===== config.mk =====
export PLATFORM = sky130hd
export DESIGN_NAME = arc_adc_result_ctrl
export DESIGN_NICKNAME = d
export VERILOG_FILES = /design/src/rtl/arc_pkg.sv /design/src/rtl/arc_adc_result_ctrl.sv
export SDC_FILE = /design/constraint.sdc
export NUM_CORES = 1
export LEC_CHECK = 0
export BUFFER_PORTS_ARGS = -buffer_cell sky130_fd_sc_hd__buf_4
export CAP_MARGIN = 20
export CORE_ASPECT_RATIO = 0.7
export CORE_MARGIN = 5
export CORE_UTILIZATION = 52
export DETAILED_ROUTE_END_ITERATION = 7
export PLACE_DENSITY = 0.87
export SLEW_MARGIN = 10
export SYNTH_ARGS = -nofsm -noshare
export SYNTH_HDL_FRONTEND = slang
export SYNTH_SLANG_ARGS = --single-unit

===== constraint.sdc =====
create_clock -name core_clk -period 3 [get_ports core_clk]
set_input_delay 0.3 -clock core_clk [delete_from_list [all_inputs] [get_ports core_clk]]
set_output_delay 0.3 -clock core_clk [all_outputs]
set_load 0.05 [all_outputs]

===== src/rtl/arc_pkg.sv =====
// package: register map, field layout and carrier types of the converter result controller
package arc_pkg;
  // bus geometry
  localparam int unsigned AW = 5;
  localparam int unsigned DW = 32;
  localparam int unsigned RES_W = 12;
  localparam int unsigned CH_W = 5;
  // register byte offsets
  localparam logic [AW-1:0] SC1_OFF = 5'h00;
  localparam logic [AW-1:0] CFG_OFF = 5'h04;
  localparam logic [AW-1:0] RESH_OFF = 5'h08;
  localparam logic [AW-1:0] RESL_OFF = 5'h0C;
  localparam logic [AW-1:0] IST_OFF = 5'h10;
  localparam logic [AW-1:0] ICLR_OFF = 5'h14;
  localparam logic [AW-1:0] IEN_OFF = 5'h18;
  // converter_status_control_one fields
  localparam int unsigned SC1_FLAG_BIT = 7;
  localparam int unsigned SC1_AIEN_BIT = 6;
  localparam int unsigned SC1_CONT_BIT = 5;
  localparam int unsigned SC1_CH_LSB = 0;
  localparam logic [CH_W-1:0] CH_OFF = 5'h1F;
  // configuration fields
  localparam int unsigned CFG_MODE_LSB = 0;
  localparam int unsigned CFG_CLKSEL_BIT = 2;
  localparam int unsigned CFG_BUSY_BIT = 7;
  // interrupt status fields
  localparam int unsigned IRQ_N = 2;
  localparam int unsigned IST_DONE_BIT = 0;
  localparam int unsigned IST_OVR_BIT = 1;
  // reset values
  localparam logic [CH_W-1:0] CH_RST = 5'h1F;
  localparam logic [IRQ_N-1:0] IEN_RST = 2'h0;
  localparam logic [DW-1:0] RD_UNMAPPED = 32'h0000_0000;

  typedef enum logic [1:0] {
    ARC_RES_8 = 2'b00,
    ARC_RES_10 = 2'b01,
    ARC_RES_12 = 2'b10
  } arc_res_mode_t;

  typedef enum logic {
    ARC_BUS_IDLE = 1'b0,
    ARC_BUS_ACK = 1'b1
  } arc_bus_state_t;

  // request to the converter core
  typedef struct packed {
    logic start;
    logic start_tgl;
    logic clk_sel;
    arc_res_mode_t mode;
    logic [CH_W-1:0] channel;
  } arc_conv_req_t;

  // completion from a converter on the bus clock
  typedef struct packed {
    logic done;
    logic [RES_W-1:0] data;
  } arc_conv_res_t;

  // completion from a converter on its own clock
  typedef struct packed {
    logic done_tgl;
    logic [RES_W-1:0] data;
  } arc_async_res_t;
endpackage : arc_pkg


===== src/rtl/arc_adc_result_ctrl.sv =====
// module: converter result coherency, completion flag, interrupt and avalon register slave
// Function
// - high-byte read freezes low byte in 10/12-bit
// - completion during high read keeps frozen byte
// - 8-bit result is one byte, no freeze
// - single mode result holds until next completion
// - completion sets flag and loads result
// - status/control write clears flag, completion wins
// - interrupt while enabled and flag set
// - converter on bus clock or own clock
`timescale 1ns/100ps
module arc_adc_result_ctrl (
  input wire logic core_clk,
  input wire logic resetn,
  input wire logic [arc_pkg::AW-1:0] avs_address,
  input wire logic avs_read,
  input wire logic avs_write,
  input wire logic [arc_pkg::DW-1:0] avs_writedata,
  input wire logic [3:0] avs_byteenable,
  output logic [arc_pkg::DW-1:0] avs_readdata,
  output logic avs_waitrequest,
  input wire arc_pkg::arc_conv_res_t conv_res,
  input wire arc_pkg::arc_async_res_t async_res,
  output arc_pkg::arc_conv_req_t conv_req,
  output logic irq
);
  import arc_pkg::*;

  logic rst_meta_q;
  logic rst_n_q;
  arc_bus_state_t bus_q;
  logic wait_q;
  logic [DW-1:0] rdata_q;
  logic [DW-1:0] rd_mux;
  logic take;
  logic rd_take;
  logic wr_take;
  logic sel_sc1;
  logic sel_cfg;
  logic sel_resh;
  logic sel_resl;
  logic sel_iclr;
  logic sel_ien;
  logic [CH_W-1:0] ch_q;
  logic cont_q;
  logic aien_q;
  arc_res_mode_t mode_q;
  logic clk_sel_q;
  logic flag_q;
  logic busy_q;
  logic [RES_W-1:0] res_q;
  logic [RES_W-1:0] new_res;
  logic [7:0] hold_lo_q;
  logic frozen_q;
  logic tgl_meta_q;
  logic tgl_sync_q;
  logic tgl_prev_q;
  logic async_evt;
  logic done_evt;
  logic [RES_W-1:0] done_data;
  logic start_d;
  logic start_q;
  logic start_tgl_q;
  logic [IRQ_N-1:0] ist_q;
  logic [IRQ_N-1:0] ien_q;
  logic [IRQ_N-1:0] ev;
  logic irq_q;
  logic [CH_W-1:0] wr_ch;

  // reset release through two flops
  always_ff @(posedge core_clk or negedge resetn) begin
    if (!resetn) begin
      rst_meta_q <= 1'b0;
      rst_n_q <= 1'b0;
    end else begin
      rst_meta_q <= 1'b1;
      rst_n_q <= rst_meta_q;
    end
  end

  // a request is taken only while waitrequest is high
  assign take = (avs_read | avs_write) & (bus_q == ARC_BUS_IDLE);
  assign rd_take = take & avs_read;
  assign wr_take = take & avs_write & avs_byteenable[0];
  assign wr_ch = avs_writedata[SC1_CH_LSB +: CH_W];

  // address decode, low two address bits ignored
  always_comb begin
    sel_sc1 = 1'b0;
    sel_cfg = 1'b0;
    sel_resh = 1'b0;
    sel_resl = 1'b0;
    sel_iclr = 1'b0;
    sel_ien = 1'b0;
    if (avs_address[AW-1:2] == SC1_OFF[AW-1:2]) begin
      sel_sc1 = 1'b1;
    end else if (avs_address[AW-1:2] == CFG_OFF[AW-1:2]) begin
      sel_cfg = 1'b1;
    end else if (avs_address[AW-1:2] == RESH_OFF[AW-1:2]) begin
      sel_resh = 1'b1;
    end else if (avs_address[AW-1:2] == RESL_OFF[AW-1:2]) begin
      sel_resl = 1'b1;
    end else if (avs_address[AW-1:2] == ICLR_OFF[AW-1:2]) begin
      sel_iclr = 1'b1;
    end else if (avs_address[AW-1:2] == IEN_OFF[AW-1:2]) begin
      sel_ien = 1'b1;
    end
  end

  // bus handshake: one cycle of waitrequest low per taken request
  always_ff @(posedge core_clk or negedge rst_n_q) begin
    if (!rst_n_q) begin
      bus_q <= ARC_BUS_IDLE;
      wait_q <= 1'b1;
    end else begin
      if (take) begin
        bus_q <= ARC_BUS_ACK;
      end else begin
        bus_q <= ARC_BUS_IDLE;
      end
      wait_q <= ~take;
    end
  end

  // read data selection
  always_comb begin
    rd_mux = RD_UNMAPPED;
    if (sel_sc1) begin
      rd_mux[SC1_FLAG_BIT] = flag_q;
      rd_mux[SC1_AIEN_BIT] = aien_q;
      rd_mux[SC1_CONT_BIT] = cont_q;
      rd_mux[SC1_CH_LSB +: CH_W] = ch_q;
    end else if (sel_cfg) begin
      rd_mux[CFG_MODE_LSB +: 2] = mode_q;
      rd_mux[CFG_CLKSEL_BIT] = clk_sel_q;
      rd_mux[CFG_BUSY_BIT] = busy_q;
    end else if (sel_resh) begin
      if (mode_q != ARC_RES_8) begin
        rd_mux[3:0] = res_q[RES_W-1:8];
      end
    end else if (sel_resl) begin
      if (frozen_q && mode_q != ARC_RES_8) begin
        rd_mux[7:0] = hold_lo_q;
      end else begin
        rd_mux[7:0] = res_q[7:0];
      end
    end else if (avs_address[AW-1:2] == IST_OFF[AW-1:2]) begin
      rd_mux[IRQ_N-1:0] = ist_q;
    end else if (sel_ien) begin
      rd_mux[IRQ_N-1:0] = ien_q;
    end
  end

  // read data register, held until the next taken read
  always_ff @(posedge core_clk or negedge rst_n_q) begin
    if (!rst_n_q) begin
      rdata_q <= RD_UNMAPPED;
    end else if (rd_take) begin
      rdata_q <= rd_mux;
    end
  end

  // bus outputs straight from their flops
  assign avs_readdata = rdata_q;
  assign avs_waitrequest = wait_q;

  // own-clock completion toggle: two-flop sync then edge detect
  always_ff @(posedge core_clk or negedge rst_n_q) begin
    if (!rst_n_q) begin
      tgl_meta_q <= 1'b0;
      tgl_sync_q <= 1'b0;
      tgl_prev_q <= 1'b0;
    end else begin
      tgl_meta_q <= async_res.done_tgl;
      tgl_sync_q <= tgl_meta_q;
      tgl_prev_q <= tgl_sync_q;
    end
  end

  // one-cycle event per toggle; data is held steady by the converter, so not resynchronised
  assign async_evt = tgl_sync_q ^ tgl_prev_q;

  // completion source follows the selected converter clock
  assign done_evt = clk_sel_q ? async_evt : conv_res.done;
  assign done_data = clk_sel_q ? async_res.data : conv_res.data;

  // trim the result to the active resolution
  always_comb begin
    case (mode_q)
      ARC_RES_8: begin
        new_res = {4'h0, done_data[7:0]};
      end
      ARC_RES_10: begin
        new_res = {2'h0, done_data[9:0]};
      end
      default: begin
        new_res = done_data;
      end
    endcase
  end

  // control fields of converter_status_control_one
  always_ff @(posedge core_clk or negedge rst_n_q) begin
    if (!rst_n_q) begin
      ch_q <= CH_RST;
      cont_q <= 1'b0;
      aien_q <= 1'b0;
    end else if (wr_take && sel_sc1) begin
      ch_q <= wr_ch;
      cont_q <= avs_writedata[SC1_CONT_BIT];
      aien_q <= avs_writedata[SC1_AIEN_BIT];
    end
  end

  // resolution and converter clock selection
  always_ff @(posedge core_clk or negedge rst_n_q) begin
    if (!rst_n_q) begin
      mode_q <= ARC_RES_8;
      clk_sel_q <= 1'b0;
    end else if (wr_take && sel_cfg) begin
      mode_q <= arc_res_mode_t'(avs_writedata[CFG_MODE_LSB +: 2]);
      clk_sel_q <= avs_writedata[CFG_CLKSEL_BIT];
    end
  end

  // conversion complete flag: a completion beats any clear
  always_ff @(posedge core_clk or negedge rst_n_q) begin
    if (!rst_n_q) begin
      flag_q <= 1'b0;
    end else if (done_evt) begin
      flag_q <= 1'b1;
    end else if (wr_take && sel_sc1) begin
      flag_q <= 1'b0;
    end else if (rd_take && sel_resl) begin
      flag_q <= 1'b0; // reading the low result byte also acknowledges it
    end
  end

  // result register only changes on a completion
  always_ff @(posedge core_clk or negedge rst_n_q) begin
    if (!rst_n_q) begin
      res_q <= '0;
    end else if (done_evt) begin
      res_q <= new_res;
    end
  end

  // low byte snapshot taken from the pre-completion value on a high read
  always_ff @(posedge core_clk or negedge rst_n_q) begin
    if (!rst_n_q) begin
      hold_lo_q <= 8'h00;
      frozen_q <= 1'b0;
    end else if (rd_take && sel_resh && mode_q != ARC_RES_8) begin
      hold_lo_q <= res_q[7:0];
      frozen_q <= 1'b1;
    end else if ((rd_take && sel_resl) || (wr_take && sel_cfg)) begin
      frozen_q <= 1'b0;
    end
  end

  // starts: a write with a live channel, or a continuous re-arm
  always_comb begin
    start_d = 1'b0;
    if (wr_take && sel_sc1) begin
      start_d = (wr_ch != CH_OFF);
    end else if (done_evt && cont_q && ch_q != CH_OFF) begin
      start_d = 1'b1;
    end
  end

  // start pulse for a bus-clock converter, toggle for an own-clock one
  always_ff @(posedge core_clk or negedge rst_n_q) begin
    if (!rst_n_q) begin
      start_q <= 1'b0;
      start_tgl_q <= 1'b0;
    end else begin
      start_q <= start_d;
      start_tgl_q <= start_tgl_q ^ start_d;
    end
  end

  // conversion in progress between a start and its completion
  always_ff @(posedge core_clk or negedge rst_n_q) begin
    if (!rst_n_q) begin
      busy_q <= 1'b0;
    end else if (start_d) begin
      busy_q <= 1'b1;
    end else if (done_evt) begin
      busy_q <= 1'b0;
    end
  end

  // converter request fields, all from flops
  assign conv_req.start = start_q;
  assign conv_req.start_tgl = start_tgl_q;
  assign conv_req.clk_sel = clk_sel_q;
  assign conv_req.mode = mode_q;
  assign conv_req.channel = ch_q;

  // interrupt events: completion, and completion over an unread result
  assign ev[IST_DONE_BIT] = done_evt;
  assign ev[IST_OVR_BIT] = done_evt & flag_q;

  // sticky status bits, set wins over a write-one clear
  generate
    for (genvar i = 0; i < IRQ_N; i++) begin : g_ist
      always_ff @(posedge core_clk or negedge rst_n_q) begin
        if (!rst_n_q) begin
          ist_q[i] <= 1'b0;
        end else if (ev[i]) begin
          ist_q[i] <= 1'b1;
        end else if (wr_take && sel_iclr && avs_writedata[i]) begin
          ist_q[i] <= 1'b0;
        end
      end
    end
  endgenerate

  // interrupt enable register
  always_ff @(posedge core_clk or negedge rst_n_q) begin
    if (!rst_n_q) begin
      ien_q <= IEN_RST;
    end else if (wr_take && sel_ien) begin
      ien_q <= avs_writedata[IRQ_N-1:0];
    end
  end

  // level interrupt from the flag while aien is set, or from any enabled sticky bit
  always_ff @(posedge core_clk or negedge rst_n_q) begin
    if (!rst_n_q) begin
      irq_q <= 1'b0;
    end else begin
      irq_q <= (flag_q & aien_q) | (|(ist_q & ien_q));
    end
  end

  // interrupt output from its flop
  assign irq = irq_q;
endmodule : arc_adc_result_ctrl


## Yosys cells after proc, flatten, opt, wreduce, memory -nomap -nowiden

Cells that the tools add are included.

| word-level totals | value |
|---|---|
| output and inout bits | 44 |
| register bits after elaboration | 55 |

| operators by class | value |
|---|---|
| multiplexer cells | 50 |
| eq/ne operators | 9 |
| reduce and logical (&&, ||, !) cells | 22 |
| bitwise logic cells | 13 |

Operators with widths:

| kind | number |
|---|---|
| 1-bit 2-to-1 mux | 37 |
| 12-bit case mux with 2 select lines | 1 |
| 4-bit 2-to-1 mux | 4 |
| 8-bit 2-to-1 mux | 2 |
| 1-bit logical AND | 12 |
| 12-bit 2-to-1 mux | 1 |
| 5-bit != test, second input constant | 2 |
| 2-bit nonzero test | 5 |
| 3-bit equality test, second input constant | 3 |
| 1-bit bitwise AND | 6 |
| 3-bit by 2-bit equality test with 1-bit output, second input constant | 2 |
| 2-bit 2-to-1 mux | 3 |
| 6-bit 2-to-1 mux | 1 |
| 3-bit by 1-bit equality test with 1-bit output, second input constant | 1 |
| 3-bit zero test | 1 |
| 3-bit 2-to-1 mux | 1 |
| 3-bit nonzero test | 1 |
| 2-bit bitwise AND | 1 |
| 2-bit by 1-bit equality test with 1-bit output, second input constant | 1 |
| 2-bit zero test | 1 |
| 1-bit NOT | 2 |
| 1-bit bitwise OR | 2 |
| 2-bit OR reduction | 1 |
| 1-bit XOR | 2 |
| 1-bit logical OR | 1 |

## Logic depth before layout (Yosys ltp)

| depth | value |
|---|---|
| depth in word-level cells | 13 |
| gate-level depth with buffers | 6 |
| mapped depth without buffers | 4 |

## Least setup slack after synthesis

OpenSTA, ideal clock, no wires.

| timing path | value |
|---|---|
| path kind | flip-flop to flip-flop |
| from | reg mode_q[1] |
| to | reg rdata_q[3], in the netlist avs_readdata[3] |
| required time | 2.863 ns |
| clock period less this slack | 1.897 ns |
| stages on the path, launching flop included | 6 |
| arrival | 1.761 ns |
| setup time | 0.137 ns |
| slack | 1.103 ns |
| path through | dfrtp_1 > clkbuf_2 > o21ai_4 > mux2_2 > a222oi_1 > o21ai_0 |

| on the way | value |
|---|---|
| cells in the longest elaborated chain, start to end | 7 |

RTL lines:

| element | line | text |
|---|---|---|
| start, declared | arc_adc_result_ctrl.sv:47 | `arc_res_mode_t mode_q;` |
| start signal, assigned | arc_adc_result_ctrl.sv:221 | `mode_q <= arc_res_mode_t'(avs_writedata[CFG_MODE_LSB +: 2]);` |
| 2-bit nonzero test (*) | arc_adc_result_ctrl.sv:138, arc_adc_result_ctrl.sv:142 |  |
| 1-bit logical AND | arc_adc_result_ctrl.sv:142 | `if (frozen_q && mode_q != ARC_RES_8) begin` |
| 8-bit 2-to-1 mux | arc_adc_result_ctrl.sv:142 |  |
| 6-bit 2-to-1 mux | arc_adc_result_ctrl.sv:141 | `end else if (sel_resl) begin` |
| 4-bit 2-to-1 mux (*) | arc_adc_result_ctrl.sv:137 | `end else if (sel_resh) begin` |
| 4-bit 2-to-1 mux (*) | arc_adc_result_ctrl.sv:133 | `end else if (sel_cfg) begin` |
| 8-bit 2-to-1 mux (*) | arc_adc_result_ctrl.sv:128 | `if (sel_sc1) begin` |
| end signal, assigned | arc_adc_result_ctrl.sv:159 | `rdata_q <= rd_mux;` |
| end, declared | arc_adc_result_ctrl.sv:33 | `logic [DW-1:0] rdata_q;` |

Every way passes the cells marked *; elsewhere a longest branch is shown, timed or not.
A chain may end at the register's enable or synchronous reset.

## Worst setup path after layout

Same ends and word-level chain as after synthesis.

==> results.toml <==
[cells_and_area]
syn_to_final_growth_pct = 18.6
fin_area_um2 = 3290
drive_gt1_share_pct = 40.4
antenna_cells = 0
final_core_util_pct = 63.3
nets = 372
fillers = 439

[synth]
synth_top_family_by_area = "multiplexers"
yosysMostFrequentCell = "dfrtp_1"
ys_seq_elements = 55
ys_types = 44
yosys-top-cells-count = "49 x dfrtp_1, 29 x mux2_2, 29 x nand2_1"
syn_inst = 247
synth_edf_count = 0
synthesis.area_um2 = 2780
synth_fa_ha_area_share_pct = 0
synth_mux_area_share_pct = 16.8
yosys-top-cells-area = "dfrtp_1 44%, mux2_2 12%, buf_4 7.6%, dfstp_2 5.7%, mux2i_1 5.0%"
yosys.area.top_type = "dfrtp_1"
synthSimpleGateAreaFrac_pct = 11.0
synthArstFlopShare_pct = 100
synth_compound_area_share_pct = 11.3
synth_area_per_cell_um2 = 11.2
yosysWarnings = 0
yosysSeqAreaShare_pct = 49.8
synthXorXnorAreaFrac_pct = 0.631
synth_top_area_share_pct = 44.1
ys.flop_type = "dfrtp_1"

[floorplan]
dieWidth_um = 97.4
start_util_pct = 53.4
rows = 22
core_area_um2 = 5200
chipHeight_um = 71.2
ios = 115
die_area_um2 = 6930

[setup_path]
path_class = "register to register"
crit_arrival_ns = 1.96
end_kind = "register"
path_delay_family = "compound AO/OA/AOI/OAI gates"
required_ns = 3.19
reg2reg_slack_ns = 1.23
crit_slowest_cell = "dfrtp_1"
path_cells = "o21ai_4 -> mux2_2 -> a222oi_1 -> o21ai_0"
start_kind = "register"
critPathMaxFanout = 8
cp_slowest_stage_delay_ns = 0.50
cp.buffers_inverters = 0

[sta]
max_freq_ghz = 0.564
clock_skew_ns = 0.0106
relSlewSlack_pct = 55.2
hold_viol = 0
period_share_pct = 59.1
max_slew.worst_pin.slew_ns = 0.672
finalSetupTns_ns = 0
rsz0062_at_grt = "false"
finalMaxSlewViolations = 0
min_period_ns = 1.77
setup_violations = 0

[power_and_ir_drop]
report.power.total_mw = 2.40
cellLeakagePower_nw = 1.57
powerDensity_nw_per_um2 = 730
peakVddDrop_v = 0.000500

[detailed_routing]
post_drt_via_cell_ratio = 5.23
drt.antenna.violating_nets = 0
vias = 1956
wirelength_um = 6000
drtIter0Drc = 117
firstDrtPassIters = 4
wl_per_cell_um = 16.0
drcViolationCount = 0

[place]
finalWeightedCongestion = 0.939
placed_area_um2 = 3160
hpwl_um = 4600
port_buffers = 60

[cts]
htreeDepth = 2
clock_sinks = 55
cts_made_buffers = 5
cts.path.max_buffers = 2
cts_tree = "done"
cts-root-buf = "clkbuf_8"
clk_pin_slew_ns = 0.10
post_cts_buffers = 0
clk_latency_ns = 0.31

[global_route]
grt_start_max_net_pins = 54
antenna_found_initial = 0
grt_pass1_wl_um = 9780
grt_pass1_vias = 1997
grtUsageTotal_pct = 17.8
grt_overflow = 0

[min_path]
hp-class = "primary input to register"

[flow_run]
maxCapViolCount = 0

[status]
status = "complete, no violations"
layer usage:
layer | routed length, um | up-vias | GRT usage, %
met4 | 115 | 0 | 5.99
met1 | 2680 | 949 | 24.7
met5 | 0 | - | 0
met3 | 509 | 13 | 5.52
li1 | - | 917 | -
met2 | 2690 | 77 | 26.8
layout make-up:
class                           instances  area, um2  area share, %
Clock buffer                            6       82.6           2.51
Clock inverter                          2       38.8           1.18
Inverter                                5       18.8          0.570
Multi-Input combinational cell        171       1200           36.5
Sequential cell                        55       1390           42.1
Tap cell                               72       90.1           2.73
Timing Repair Buffer                   63        475           14.4
through the flow:
| step | hold slack [ns] | worst slack [ns] | instances |
|---|---|---|---|
| after floorplan | 0.00441 | 1.10 | 270 |
| after global placement | 0.0835 | 1.29 | 365 |
| after detailed placement | 0.0851 | 1.24 | 365 |
| after CTS | 0.0856 | 1.21 | 374 |
| after global routing | 0.0825 | 1.11 | 374 |
| final | 0.0924 | 1.23 | 374 |
flip-flops by register name, indices dropped and copies added (netlist names):
register and flops:
avs_waitrequest 1, busy_q 1, tgl_sync_q 1, start_tgl_q 1, irq 1, cont_q 1, rst_n_q 1, ist_q 2
start_q 1, res_q 12, tgl_meta_q 1, clk_sel_q 1, avs_readdata 8, rst_meta_q 1, bus_q 1, ien_q 2
flag_q 1, hold_lo_q 8, tgl_prev_q 1, ch_q 5, mode_q 2, aien_q 1, frozen_q 1
worst paths after layout:
check                                                   end             startpoint  cells past startpoint
worst max-delay path            avs_readdata[3]$_DFFE_PN0P_  mode_q[1]$_DFFE_PN0P_                      4
worst min-delay path                   tgl_meta_q$_DFF_PN0_          async_res[12]                      1
worst max register to register  avs_readdata[3]$_DFFE_PN0P_  mode_q[1]$_DFFE_PN0P_                      4
worst min register to register         tgl_sync_q$_DFF_PN0_   tgl_meta_q$_DFF_PN0_                      0
max in group asynchronous          hold_lo_q[0]$_DFFE_PN0P_      rst_n_q$_DFF_PN0_                      0
min in group asynchronous                 rst_n_q$_DFF_PN0_                 resetn                      2
layout by cell type (no fill, tap or decap), types with 2 or more instances in the layout:
cell type / count
nand2_1: 29
o31ai_1: 2
o21ai_0: 20
xor2_1: 2
mux2_2: 29
inv_1: 5
dfrtp_1: 48
a21oi_1: 4
and4_2: 2
o2bb2ai_1: 3
dfstp_2: 6
buf_4: 62
mux2i_1: 13
and3_2: 2
nand3_1: 2
nor2_1: 9
a221oi_1: 5
conb_1: 25
a222oi_1: 2
clkbuf_8: 6
cell families after synthesis:
| family | Yosys count |
|---|---|
| xor+xnor | 2 |
| compound gates | 44 |
| other cells | 2 |
| flops | 55 |
| mux | 43 |
| buf+inv | 44 |
| simple gates | 57 |
timing repair:
action                    4_1_cts  5_1_grt
hold endpoints to repair        2        0
hold buffers                    1        0
resized for setup               0        0
report_power, final:
part	switching (mW)	internal (mW)	total, mW	leakage, nW
Sequential	0.143	0.926	1.07	0.668
Clock	0.244	0.275	0.519	0.0618
Combinational	0.507	0.310	0.816	0.841
worst reg2reg max path, delay by kind of cell (launching register included):
kind / cells / cell delay, ns
compound gates: 3 / 0.79
flops: 1 / 0.50
mux: 1 / 0.37
Power figures use the tool's default switching activity.
